===== config.mk =====
export PLATFORM = sky130hd
export DESIGN_NAME = clkcfg_regs
export DESIGN_NICKNAME = d
export VERILOG_FILES = /design/src/rtl/clkcfg_pkg.sv /design/src/rtl/clkcfg_regs.sv /design/src/rtl/line_edge.sv /design/src/rtl/out_gate.sv
export SDC_FILE = /design/constraint.sdc
export NUM_CORES = 1
export LEC_CHECK = 0
export BUFFER_PORTS_ARGS = -buffer_cell sky130_fd_sc_hd__buf_2
export CORE_UTILIZATION = 59
export DETAILED_ROUTE_END_ITERATION = 8
export HOLD_SLACK_MARGIN = 0.1
export PLACE_DENSITY = 0.85
export SYNTH_ARGS = -nofsm -noshare
export SYNTH_HDL_FRONTEND = slang
export SYNTH_HIERARCHICAL = 1
export SYNTH_SLANG_ARGS = --single-unit

===== constraint.sdc =====
create_clock -name core_clk_in -period 4 [get_ports core_clk_in]
set_input_delay 0.6 -clock core_clk_in [delete_from_list [all_inputs] [get_ports core_clk_in]]
set_output_delay 0.6 -clock core_clk_in [all_outputs]
set_load 0.005 [all_outputs]

===== src/rtl/clkcfg_pkg.sv =====
package clkcfg_pkg;
  // serial address that this device answers to
  localparam logic [6:0] SLAVE_ADDR = 7'h69;
  // byte offsets of the configuration map held here
  localparam logic [6:0] OFF_FIRST = 7'h03;
  localparam logic [6:0] OFF_LAST = 7'h0e;
  localparam logic [6:0] OFF_B3 = 7'h03;
  localparam logic [6:0] OFF_B4 = 7'h04;
  localparam logic [6:0] OFF_B5 = 7'h05;
  localparam logic [6:0] OFF_B6 = 7'h06;
  localparam logic [6:0] OFF_B7 = 7'h07;
  localparam logic [6:0] OFF_B8 = 7'h08;
  localparam logic [6:0] OFF_B9 = 7'h09;
  localparam logic [6:0] OFF_B10 = 7'h0a;
  localparam logic [6:0] OFF_B11 = 7'h0b;
  localparam int NUM_BYTES = 12;
  // identification nibbles; values are arbitrary
  localparam logic [3:0] REV_IDENT = 4'h2;
  localparam logic [3:0] MAKER_IDENT = 4'h5;
  // bits per serial byte before the acknowledge slot
  localparam logic [3:0] BITS_PER_BYTE = 4'h8;
  // number of gated clock outputs
  localparam int NUM_OUTS = 21;
  // bits that software may change, index 0 is byte 3
  localparam logic [7:0] WR_MASK [NUM_BYTES] = '{
    8'hf3, 8'hff, 8'h1f, 8'h00, 8'h6c, 8'hc0,
    8'hc0, 8'hff, 8'h00, 8'h00, 8'h00, 8'h00};
  // value of each byte after reset
  localparam logic [7:0] RST_VAL [NUM_BYTES] = '{
    8'hf3, 8'hff, 8'h1f, {REV_IDENT, MAKER_IDENT}, 8'h6c, 8'h3e,
    8'h00, 8'h00, 8'h00, 8'h00, 8'h00, 8'h00};
  // decoded configuration handed to the clock outputs
  typedef struct packed {
    logic [2:0] agp_rate_en;
    logic interrupt_ctrl_clk_en;
    logic [1:0] host_clk_en;
    logic memclk_fb_en;
    logic [11:0] memclk_en;
    logic dual_rate_usb_en;
    logic usb_rate_en;
    logic dual_rate_usb_drive;
    logic usb_rate_drive;
    logic memclk_drive_sel;
    logic pci_agp_drive_sel;
    logic [1:0] pci_delay_trim;
    logic [2:0] host_delay_trim;
    logic [2:0] mem_delay_trim;
    logic [1:0] graphics_delay_trim;
  } clk_ctrl_t;
  // serial slave phases
  typedef enum logic [2:0] {
    ST_IDLE, ST_ADDR, ST_CMD, ST_WDATA, ST_RDATA, ST_SKIP
  } bus_state_t;
endpackage


===== src/rtl/clkcfg_regs.sv =====
`timescale 1ns/1ps
// What this block does
// - byte 3 enables 66M, interrupt and host clocks
// - byte 4 enables memory clocks 7 to 0
// - byte 5 feedback and clocks 11-8, reserved zero
// - byte 6 returns fixed revision and maker nibbles
// - byte 7 bits 6,5 pick usb drive
// - byte 7 bits 3,2 enable usb clocks
// - byte 8 bits 7-6 pci skew, reset 00
// - byte 9 bit 7 memory clock drive
// - byte 9 bit 6 pci/agp drive, rest zero
// - byte 10 bits 7-5 host clock skew
// - byte 10 bits 4-2 memory clock skew
// - byte 10 bits 1-0 graphics clock skew
// - bytes 11 to 14 reserved, read zero
// - command top bit marks byte access, offset below
module clkcfg_regs (
  input wire logic core_clk_in,
  input wire logic sys_rst_in,
  input wire logic scl_in,
  input wire logic sda_in,
  output logic sda_out,
  output logic sda_oe_out,
  input wire logic [clkcfg_pkg::NUM_OUTS-1:0] raw_clk_in,
  output logic [clkcfg_pkg::NUM_OUTS-1:0] gated_clk_out,
  output clkcfg_pkg::clk_ctrl_t ctrl_out
);
  import clkcfg_pkg::*;

  logic scl_lvl; // sampled clock line
  logic scl_rise; // clock line went high
  logic scl_fall; // clock line went low
  logic sda_lvl; // sampled data line
  logic sda_rise; // data line went high
  logic sda_fall; // data line went low
  logic start_det; // start or repeated start
  logic stop_det; // stop condition
  logic in_byte; // a byte phase is active
  logic bit_edge; // data bit clocked in
  logic ack_start; // eighth bit done, slot begins
  logic ack_end; // acknowledge slot done
  logic addr_hit; // address matches this device
  logic in_range; // pointer lands in this bank
  logic [3:0] idx; // pointer relative to byte 3
  logic [7:0] rd_data; // byte under the pointer

  bus_state_t state_ff; // serial phase
  logic [3:0] cnt_ff; // bits seen in this byte
  logic ack_ff; // inside the ninth bit slot
  logic [7:0] shift_ff; // serial shifter, both ways
  logic rw_ff; // direction bit of the address
  logic [6:0] off_ff; // byte pointer from command
  logic oe_ff; // pulling the data line low
  logic wr_ff; // one-cycle write strobe
  logic [7:0] wdata_ff; // byte to write
  logic [7:0] cfg_ff [NUM_BYTES]; // configuration bytes

  // line samplers for both serial pins
  line_edge u_scl_edge (
    .core_clk_in(core_clk_in),
    .sys_rst_in(sys_rst_in),
    .line_in(scl_in),
    .level_out(scl_lvl),
    .rise_out(scl_rise),
    .fall_out(scl_fall)
  );

  line_edge u_sda_edge (
    .core_clk_in(core_clk_in),
    .sys_rst_in(sys_rst_in),
    .line_in(sda_in),
    .level_out(sda_lvl),
    .rise_out(sda_rise),
    .fall_out(sda_fall)
  );

  // both lines pass equal delay, so edges line up
  assign start_det = sda_fall & scl_lvl;
  assign stop_det = sda_rise & scl_lvl;

  // qualifiers shared by the sequencer and datapath
  assign in_byte = (state_ff != ST_IDLE) && (state_ff != ST_SKIP);
  assign bit_edge = scl_rise & ~ack_ff & in_byte &
    (cnt_ff < BITS_PER_BYTE);
  assign ack_start = scl_fall & ~ack_ff & in_byte &
    (cnt_ff == BITS_PER_BYTE);
  assign ack_end = scl_fall & ack_ff;
  assign addr_hit = (shift_ff[7:1] == SLAVE_ADDR);

  // read mux; outside the bank the answer is zero
  assign in_range = (off_ff >= OFF_FIRST) && (off_ff <= OFF_LAST);
  assign idx = 4'(off_ff - OFF_FIRST);

  always_comb begin
    rd_data = 8'h00;
    if (in_range) begin
      rd_data = cfg_ff[idx];
    end
  end

  // serial phase sequencer
  always_ff @(posedge core_clk_in) begin
    if (sys_rst_in) begin
      state_ff <= ST_IDLE;
      cnt_ff <= 4'h0;
      ack_ff <= 1'b0;
    end else if (start_det) begin
      // repeated start keeps the byte pointer
      state_ff <= ST_ADDR;
      cnt_ff <= 4'h0;
      ack_ff <= 1'b0;
    end else if (stop_det) begin
      state_ff <= ST_IDLE;
      cnt_ff <= 4'h0;
      ack_ff <= 1'b0;
    end else if (bit_edge) begin
      cnt_ff <= cnt_ff + 4'h1;
    end else if (ack_start) begin
      case (state_ff)
        ST_ADDR: begin
          // foreign address: stay off the bus
          if (addr_hit) begin
            ack_ff <= 1'b1;
          end else begin
            state_ff <= ST_SKIP;
          end
        end
        ST_CMD: begin
          // only byte commands are taken
          if (shift_ff[7]) begin
            ack_ff <= 1'b1;
          end else begin
            state_ff <= ST_SKIP;
          end
        end
        default: begin
          ack_ff <= 1'b1;
        end
      endcase
    end else if (ack_end) begin
      ack_ff <= 1'b0;
      cnt_ff <= 4'h0;
      case (state_ff)
        ST_ADDR: begin
          state_ff <= rw_ff ? ST_RDATA : ST_CMD;
        end
        ST_CMD: begin
          state_ff <= ST_WDATA;
        end
        default: begin
          // single byte per access; rest ignored till stop or start
          state_ff <= ST_SKIP;
        end
      endcase
    end
  end

  // shifter: loads the read byte, else shifts on rise
  always_ff @(posedge core_clk_in) begin
    if (sys_rst_in) begin
      shift_ff <= 8'h00;
    end else if (ack_end && state_ff == ST_ADDR && rw_ff) begin
      shift_ff <= rd_data;
    end else if (bit_edge) begin
      shift_ff <= {shift_ff[6:0], sda_lvl};
    end
  end

  // direction bit, caught when the address is taken
  always_ff @(posedge core_clk_in) begin
    if (sys_rst_in) begin
      rw_ff <= 1'b0;
    end else if (ack_start && state_ff == ST_ADDR && addr_hit) begin
      rw_ff <= shift_ff[0];
    end
  end

  // byte pointer from the low seven command bits
  always_ff @(posedge core_clk_in) begin
    if (sys_rst_in) begin
      off_ff <= 7'h00;
    end else if (ack_start && state_ff == ST_CMD && shift_ff[7]) begin
      off_ff <= shift_ff[6:0];
    end
  end

  // write strobe with its data byte
  always_ff @(posedge core_clk_in) begin
    if (sys_rst_in) begin
      wr_ff <= 1'b0;
      wdata_ff <= 8'h00;
    end else begin
      wr_ff <= ack_start && (state_ff == ST_WDATA);
      if (ack_start && state_ff == ST_WDATA) begin
        wdata_ff <= shift_ff;
      end
    end
  end

  // data line driver; changes only while the clock is low
  always_ff @(posedge core_clk_in) begin
    if (sys_rst_in) begin
      oe_ff <= 1'b0;
    end else if (start_det || stop_det) begin
      oe_ff <= 1'b0;
    end else if (ack_start) begin
      // acknowledge own address, byte command and write data; host owns the slot after a read
      case (state_ff)
        ST_ADDR: oe_ff <= addr_hit;
        ST_CMD: oe_ff <= shift_ff[7];
        ST_WDATA: oe_ff <= 1'b1;
        default: oe_ff <= 1'b0;
      endcase
    end else if (ack_end) begin
      // first read bit goes out as the slot ends
      if (state_ff == ST_ADDR && rw_ff) begin
        oe_ff <= ~rd_data[7];
      end else begin
        oe_ff <= 1'b0;
      end
    end else if (scl_fall && state_ff == ST_RDATA && !ack_ff) begin
      oe_ff <= ~shift_ff[7];
    end
  end

  // open drain: only ever pulls low
  assign sda_out = 1'b0;
  assign sda_oe_out = oe_ff;

  // configuration bytes; masked bits keep reset value
  always_ff @(posedge core_clk_in) begin
    if (sys_rst_in) begin
      for (int i = 0; i < NUM_BYTES; i++) begin
        cfg_ff[i] <= RST_VAL[i];
      end
    end else if (wr_ff && in_range) begin
      // read-only and reserved bits have a zero mask
      cfg_ff[idx] <= (cfg_ff[idx] & ~WR_MASK[idx]) |
        (wdata_ff & WR_MASK[idx]);
    end
  end

  // decode of the held bytes into named controls
  always_comb begin
    ctrl_out.agp_rate_en = cfg_ff[0][7:5];
    ctrl_out.interrupt_ctrl_clk_en = cfg_ff[0][4];
    ctrl_out.host_clk_en = cfg_ff[0][1:0];
    ctrl_out.memclk_en[7:0] = cfg_ff[1];
    ctrl_out.memclk_fb_en = cfg_ff[2][4];
    ctrl_out.memclk_en[11:8] = cfg_ff[2][3:0];
    ctrl_out.dual_rate_usb_drive = cfg_ff[4][6];
    ctrl_out.usb_rate_drive = cfg_ff[4][5];
    ctrl_out.dual_rate_usb_en = cfg_ff[4][3];
    ctrl_out.usb_rate_en = cfg_ff[4][2];
    ctrl_out.pci_delay_trim = cfg_ff[5][7:6];
    ctrl_out.memclk_drive_sel = cfg_ff[6][7];
    ctrl_out.pci_agp_drive_sel = cfg_ff[6][6];
    ctrl_out.host_delay_trim = cfg_ff[7][7:5];
    ctrl_out.mem_delay_trim = cfg_ff[7][4:2];
    ctrl_out.graphics_delay_trim = cfg_ff[7][1:0];
  end

  // per-output gating; order matches the enable vector
  out_gate #(
    .WIDTH(NUM_OUTS)
  ) u_out_gate (
    .core_clk_in(core_clk_in),
    .sys_rst_in(sys_rst_in),
    .en_in({ctrl_out.agp_rate_en, ctrl_out.interrupt_ctrl_clk_en,
      ctrl_out.host_clk_en, ctrl_out.memclk_fb_en, ctrl_out.memclk_en,
      ctrl_out.dual_rate_usb_en, ctrl_out.usb_rate_en}),
    .raw_in(raw_clk_in),
    .clk_out(gated_clk_out)
  );
endmodule


===== src/rtl/line_edge.sv =====
`timescale 1ns/1ps
// samples one serial line and reports its edges
module line_edge (
  input wire logic core_clk_in,
  input wire logic sys_rst_in,
  input wire logic line_in,
  output logic level_out,
  output logic rise_out,
  output logic fall_out
);
  logic meta_ff; // first stage, read only by the second
  logic sync_ff; // settled level
  logic prev_ff; // level one cycle earlier

  // two stages then a history flop for edge detection
  always_ff @(posedge core_clk_in) begin
    if (sys_rst_in) begin
      meta_ff <= 1'b1;
      sync_ff <= 1'b1;
      prev_ff <= 1'b1;
    end else begin
      meta_ff <= line_in;
      sync_ff <= meta_ff;
      prev_ff <= sync_ff;
    end
  end

  assign level_out = sync_ff;
  assign rise_out = sync_ff & ~prev_ff;
  assign fall_out = ~sync_ff & prev_ff;
endmodule


===== src/rtl/out_gate.sv =====
`timescale 1ns/1ps
// stops each clock output low while its enable is clear
module out_gate #(
  parameter int WIDTH = 1
) (
  input wire logic core_clk_in,
  input wire logic sys_rst_in,
  input wire logic [WIDTH-1:0] en_in,
  input wire logic [WIDTH-1:0] raw_in,
  output logic [WIDTH-1:0] clk_out
);
  logic [WIDTH-1:0] hold_ff; // enable taken only while low

  // enable changes only in the low phase, so no runt pulse
  always_ff @(posedge core_clk_in) begin
    if (sys_rst_in) begin
      hold_ff <= '0;
    end else begin
      hold_ff <= (hold_ff & raw_in) | (en_in & ~raw_in);
    end
  end

  // registered gated output
  always_ff @(posedge core_clk_in) begin
    if (sys_rst_in) begin
      clk_out <= '0;
    end else begin
      clk_out <= raw_in & hold_ff;
    end
  end
endmodule


==> results.py <==
metrics = {
    "floorplanning": {
        "top_level_ports": 83,
        "row_count": 45,
        "die_width_um": 126.3,
        "initial_core_util": 0.6019,
        "core_um2": 15150,
        "die_h_um": 126.3,
        "dieArea_um2": 15950,
    },
    "grt": {
        "grt.overflow.total": 0,
        "grt_start_max_net_pins": 89,
        "grt_use_total": 0.2651,
        "grt_pass1_wl_um": 32240,
        "antenna_found_initial": 0,
        "first_global_vias": 5996,
    },
    "placement": {
        "globalplace.congestion": 0.9059,
        "placement.cell_area_um2": 9535,
        "port_buffers": 81,
        "dp.final_hpwl_um": 14340,
    },
    "timing": {
        "hold-worst-slack_ns": 0.2829,
        "fin_setup_tns_ns": 0,
        "setup-violations-final": 0,
        "maxSlewViolCount": 0,
        "rsz0062_at_grt": "no",
        "final_critical_path_required_period_ns": 3.320,
        "tightestPinTransition_ns": 1.007,
        "finalHoldViolCount": 0,
        "final_min_period_over_clock_period": 0.8301,
        "max_clock_freq_mhz": 301.2,
        "fin_worst_skew_ns": 0.008743,
        "maxSlewHeadroom": 0.3287,
    },
    "detailed_routing": {
        "avgRoutedWirePerCell_um": 19.95,
        "post-route-drc-count": 0,
        "wirelength_um": 20570,
        "route.antenna.remaining_nets": 0,
        "detailedRoute.firstIterationViolations": 666,
        "via_density": 5.981,
        "met3_length_um": 2125,
        "top_layer_used": "met4",
        "total_number_of_vias": 6166,
        "wl_met1_um": 8119,
        "detailroute.wirelength.met2_um": 9703,
        "drt_pass1_iterations": 8,
    },
    "worst_setup_path": {
        "r2r-end": "cfg_ff[9][2]",
        "critPathArrivalTime_ns": 3.47,
        "worstRegToRegCells": 6,
        "crit_startpoint": "off_ff[0]",
        "startpoint_type": "flip-flop",
        "critPathMaxFanout": 23,
        "endpoint_kind_of_the_worst_setup_timing_path": "flip-flop",
        "crit_end": "cfg_ff[9][2]",
        "path_class": "flip-flop to flip-flop",
        "required_time_reported_for_the_critical_path_endpoint_ns": 4.15,
        "reg2reg_from": "off_ff[0]",
        "rrSetupSlack_ns": 0.68,
    },
    "power": {
        "pwr_cell_area_nw_per_um2": 431.0,
        "power_w": 0.004388,
        "leakagePower_nw": 3.697,
        "vdd_drop_max_uv": 396.7,
    },
    "synth": {
        "synth_enable_flop_cells": 128,
        "synth_seq_cells": 210,
        "syn_warnings": 6,
        "post_synth_num_cell_types": 57,
        "syn-mean-instance-area_um2": 12.03,
        "synth_seq_area_share": 0.6017,
        "ys.flop_type": "edfxtp_1",
        "async_flop_share": 0,
        "mappedNetlistArea_um2": 9116,
        "synthesis.instances": 758,
        "mappedNetlistNets": 791,
    },
    "clocking": {
        "postCtsResizedCells": 0,
        "hold_buffers": 0,
        "cts_post_setup_buffers_inserted": 0,
        "h-tree-depth": 1,
        "tritoncts_num_sinks": 210,
        "cts_max_path_buffers": 3,
        "cts_tree": "done",
        "path_clk_slew_ns": 0.06,
        "root_buffer": "clkbuf_16",
        "clk_latency_ns": 0.50,
        "numCtsBuffers": 21,
    },
    "min_path": {
        "hold_depth": 2,
        "min_path_type": "input pin to flip-flop",
    },
    "final_layout": {
        "diodes": 0,
        "final_net_count": 861,
        "drive_gt1_frac": 0.2313,
        "finish.utilization": 0.6723,
        "areaGrowthSynthToFinish_pct": 11.69,
        "post-route-cell-area_um2": 10180,
    },
    "outcome": {
        "status": "completed",
    },
    "job": {
        "maxCapViolCount": 0,
    },
}
-- Yosys cell counts, types with 4 or more instances --
cell	instances	area, um2
dfxtp_1	82	1642
nand4b_1	4	35.03
buf_4	25	187.7
clkbuf_1	11	41.29
edfxtp_1	128	3844
a21oi_1	11	55.05
and3_1	4	25.02
mux2i_1	28	280.3
mux4_2	30	675.7
o211ai_1	6	45.04
or2_1	6	37.54
o21ai_0	17	85.08
nor2b_1	5	31.28
ha_1	8	100.1
nor3_1	4	20.02
nand2b_1	33	206.5
nand3_1	18	90.09
nand2_1	96	360.4
and2_1	4	25.02
nor2_1	131	491.7
or2_2	4	25.02
a21oi_2	19	166.4
buf_2	9	45.04
inv_1	11	41.29
a211oi_1	8	60.06
or3_1	7	43.79
-- per-stage QoR --
step,worst slack [ns],instances
after global placement,0.8576,993
final,0.6795,1031
after floorplan,1.158,758
after detailed placement,0.7158,993
after CTS,0.7289,1031
after global routing,0.4631,1031
-- cell usage in the layout (no fill, tap or decap), types with 11 or more instances in the layout --
master and count:
edfxtp_1 128, a21oi_1 11, buf_2 80, clkbuf_16 21, nand2b_1 33, mux2i_1 28
mux4_2 30, inv_1 11, nand2_1 96, nor2_1 131, o21ai_0 17, a21oi_2 19
nand3_1 18, dfxtp_1 81, buf_4 20
-- per-layer routing --
layer | vias to the layer above | global-route usage
met5 | - | 0
met4 | 0 | 0.09639
met3 | 58 | 0.06959
met2 | 365 | 0.4274
met1 | 2948 | 0.3491
li1 | 2795 | -
-- flip-flops by register name, summed over array words and instances (netlist names), named ones only --
register              count
cfg_ff                  128
wdata_ff                  8
cnt_ff                    4
u_scl_edge/level_out      1
rw_ff                     1
u_out_gate/clk_out       21
u_sda_edge/level_out      1
off_ff                    7
state_ff                  3
u_sda_edge/meta_ff        1
u_scl_edge/prev_ff        1
ack_ff                    1
sda_oe_out                1
u_scl_edge/meta_ff        1
u_sda_edge/prev_ff        1
shift_ff                  8
wr_ff                     1
-- final cells by class --
class                           instances  area, um2
Timing Repair Buffer                  100      550.5
Clock buffer                           32      606.8
Sequential cell                       210       5487
Tap cell                              188      235.2
Clock inverter                          6      40.04
Inverter                               11      41.29
Multi-Input combinational cell        484       3222
Fill cell                            1055       4964
-- critical path: stages (launching register included) --
cell and delay [ns]:
dfxtp_2 0.33, buf_4 0.36, ha_1 0.33, a2111oi_0 0.13, nor4_2 0.71, nand3_1 0.55
nand2b_1 0.54
-- logic make-up (layout without fill, tap and decap cells) --
kind of cell / after synthesis / after routing / synth area share
simple gates: 332 / 332 / 0.1670
flops: 210 / 210 / 0.6017
compound gates: 74 / 74 / 0.05751
buf+inv: 64 / 149 / 0.04570
mux: 62 / 62 / 0.1098
fa+ha+maj: 9 / 9 / 0.01208
xor+xnor: 6 / 6 / 0.005766
other cells: 1 / 1 / 0.0004114
-- worst min-delay path by stage --
stage / slack (ns) / end / startpoint
5_1_grt: 0.28 / u_scl_edge/meta_ff / scl_in
4_1_cts: 0.28 / u_scl_edge/meta_ff / scl_in
3_5_place_dp: 0.39 / u_sda_edge/level_out / u_sda_edge/meta_ff
3_3_place_gp: 0.39 / u_scl_edge/level_out / u_scl_edge/meta_ff
2_1_floorplan: 0.38 / u_scl_edge/level_out / u_scl_edge/meta_ff
6_report: 0.28 / u_scl_edge/meta_ff / scl_in
-- power by group --
part           total, W  leakage (nW)  switching [W]  internal (W)
registers       0.00239          1.88      0.0000376       0.00235
clock network   0.00185         0.316       0.000798       0.00105
logic          0.000147          1.50      0.0000819     0.0000654
Note: power is estimated with default switching activity, not from simulation.
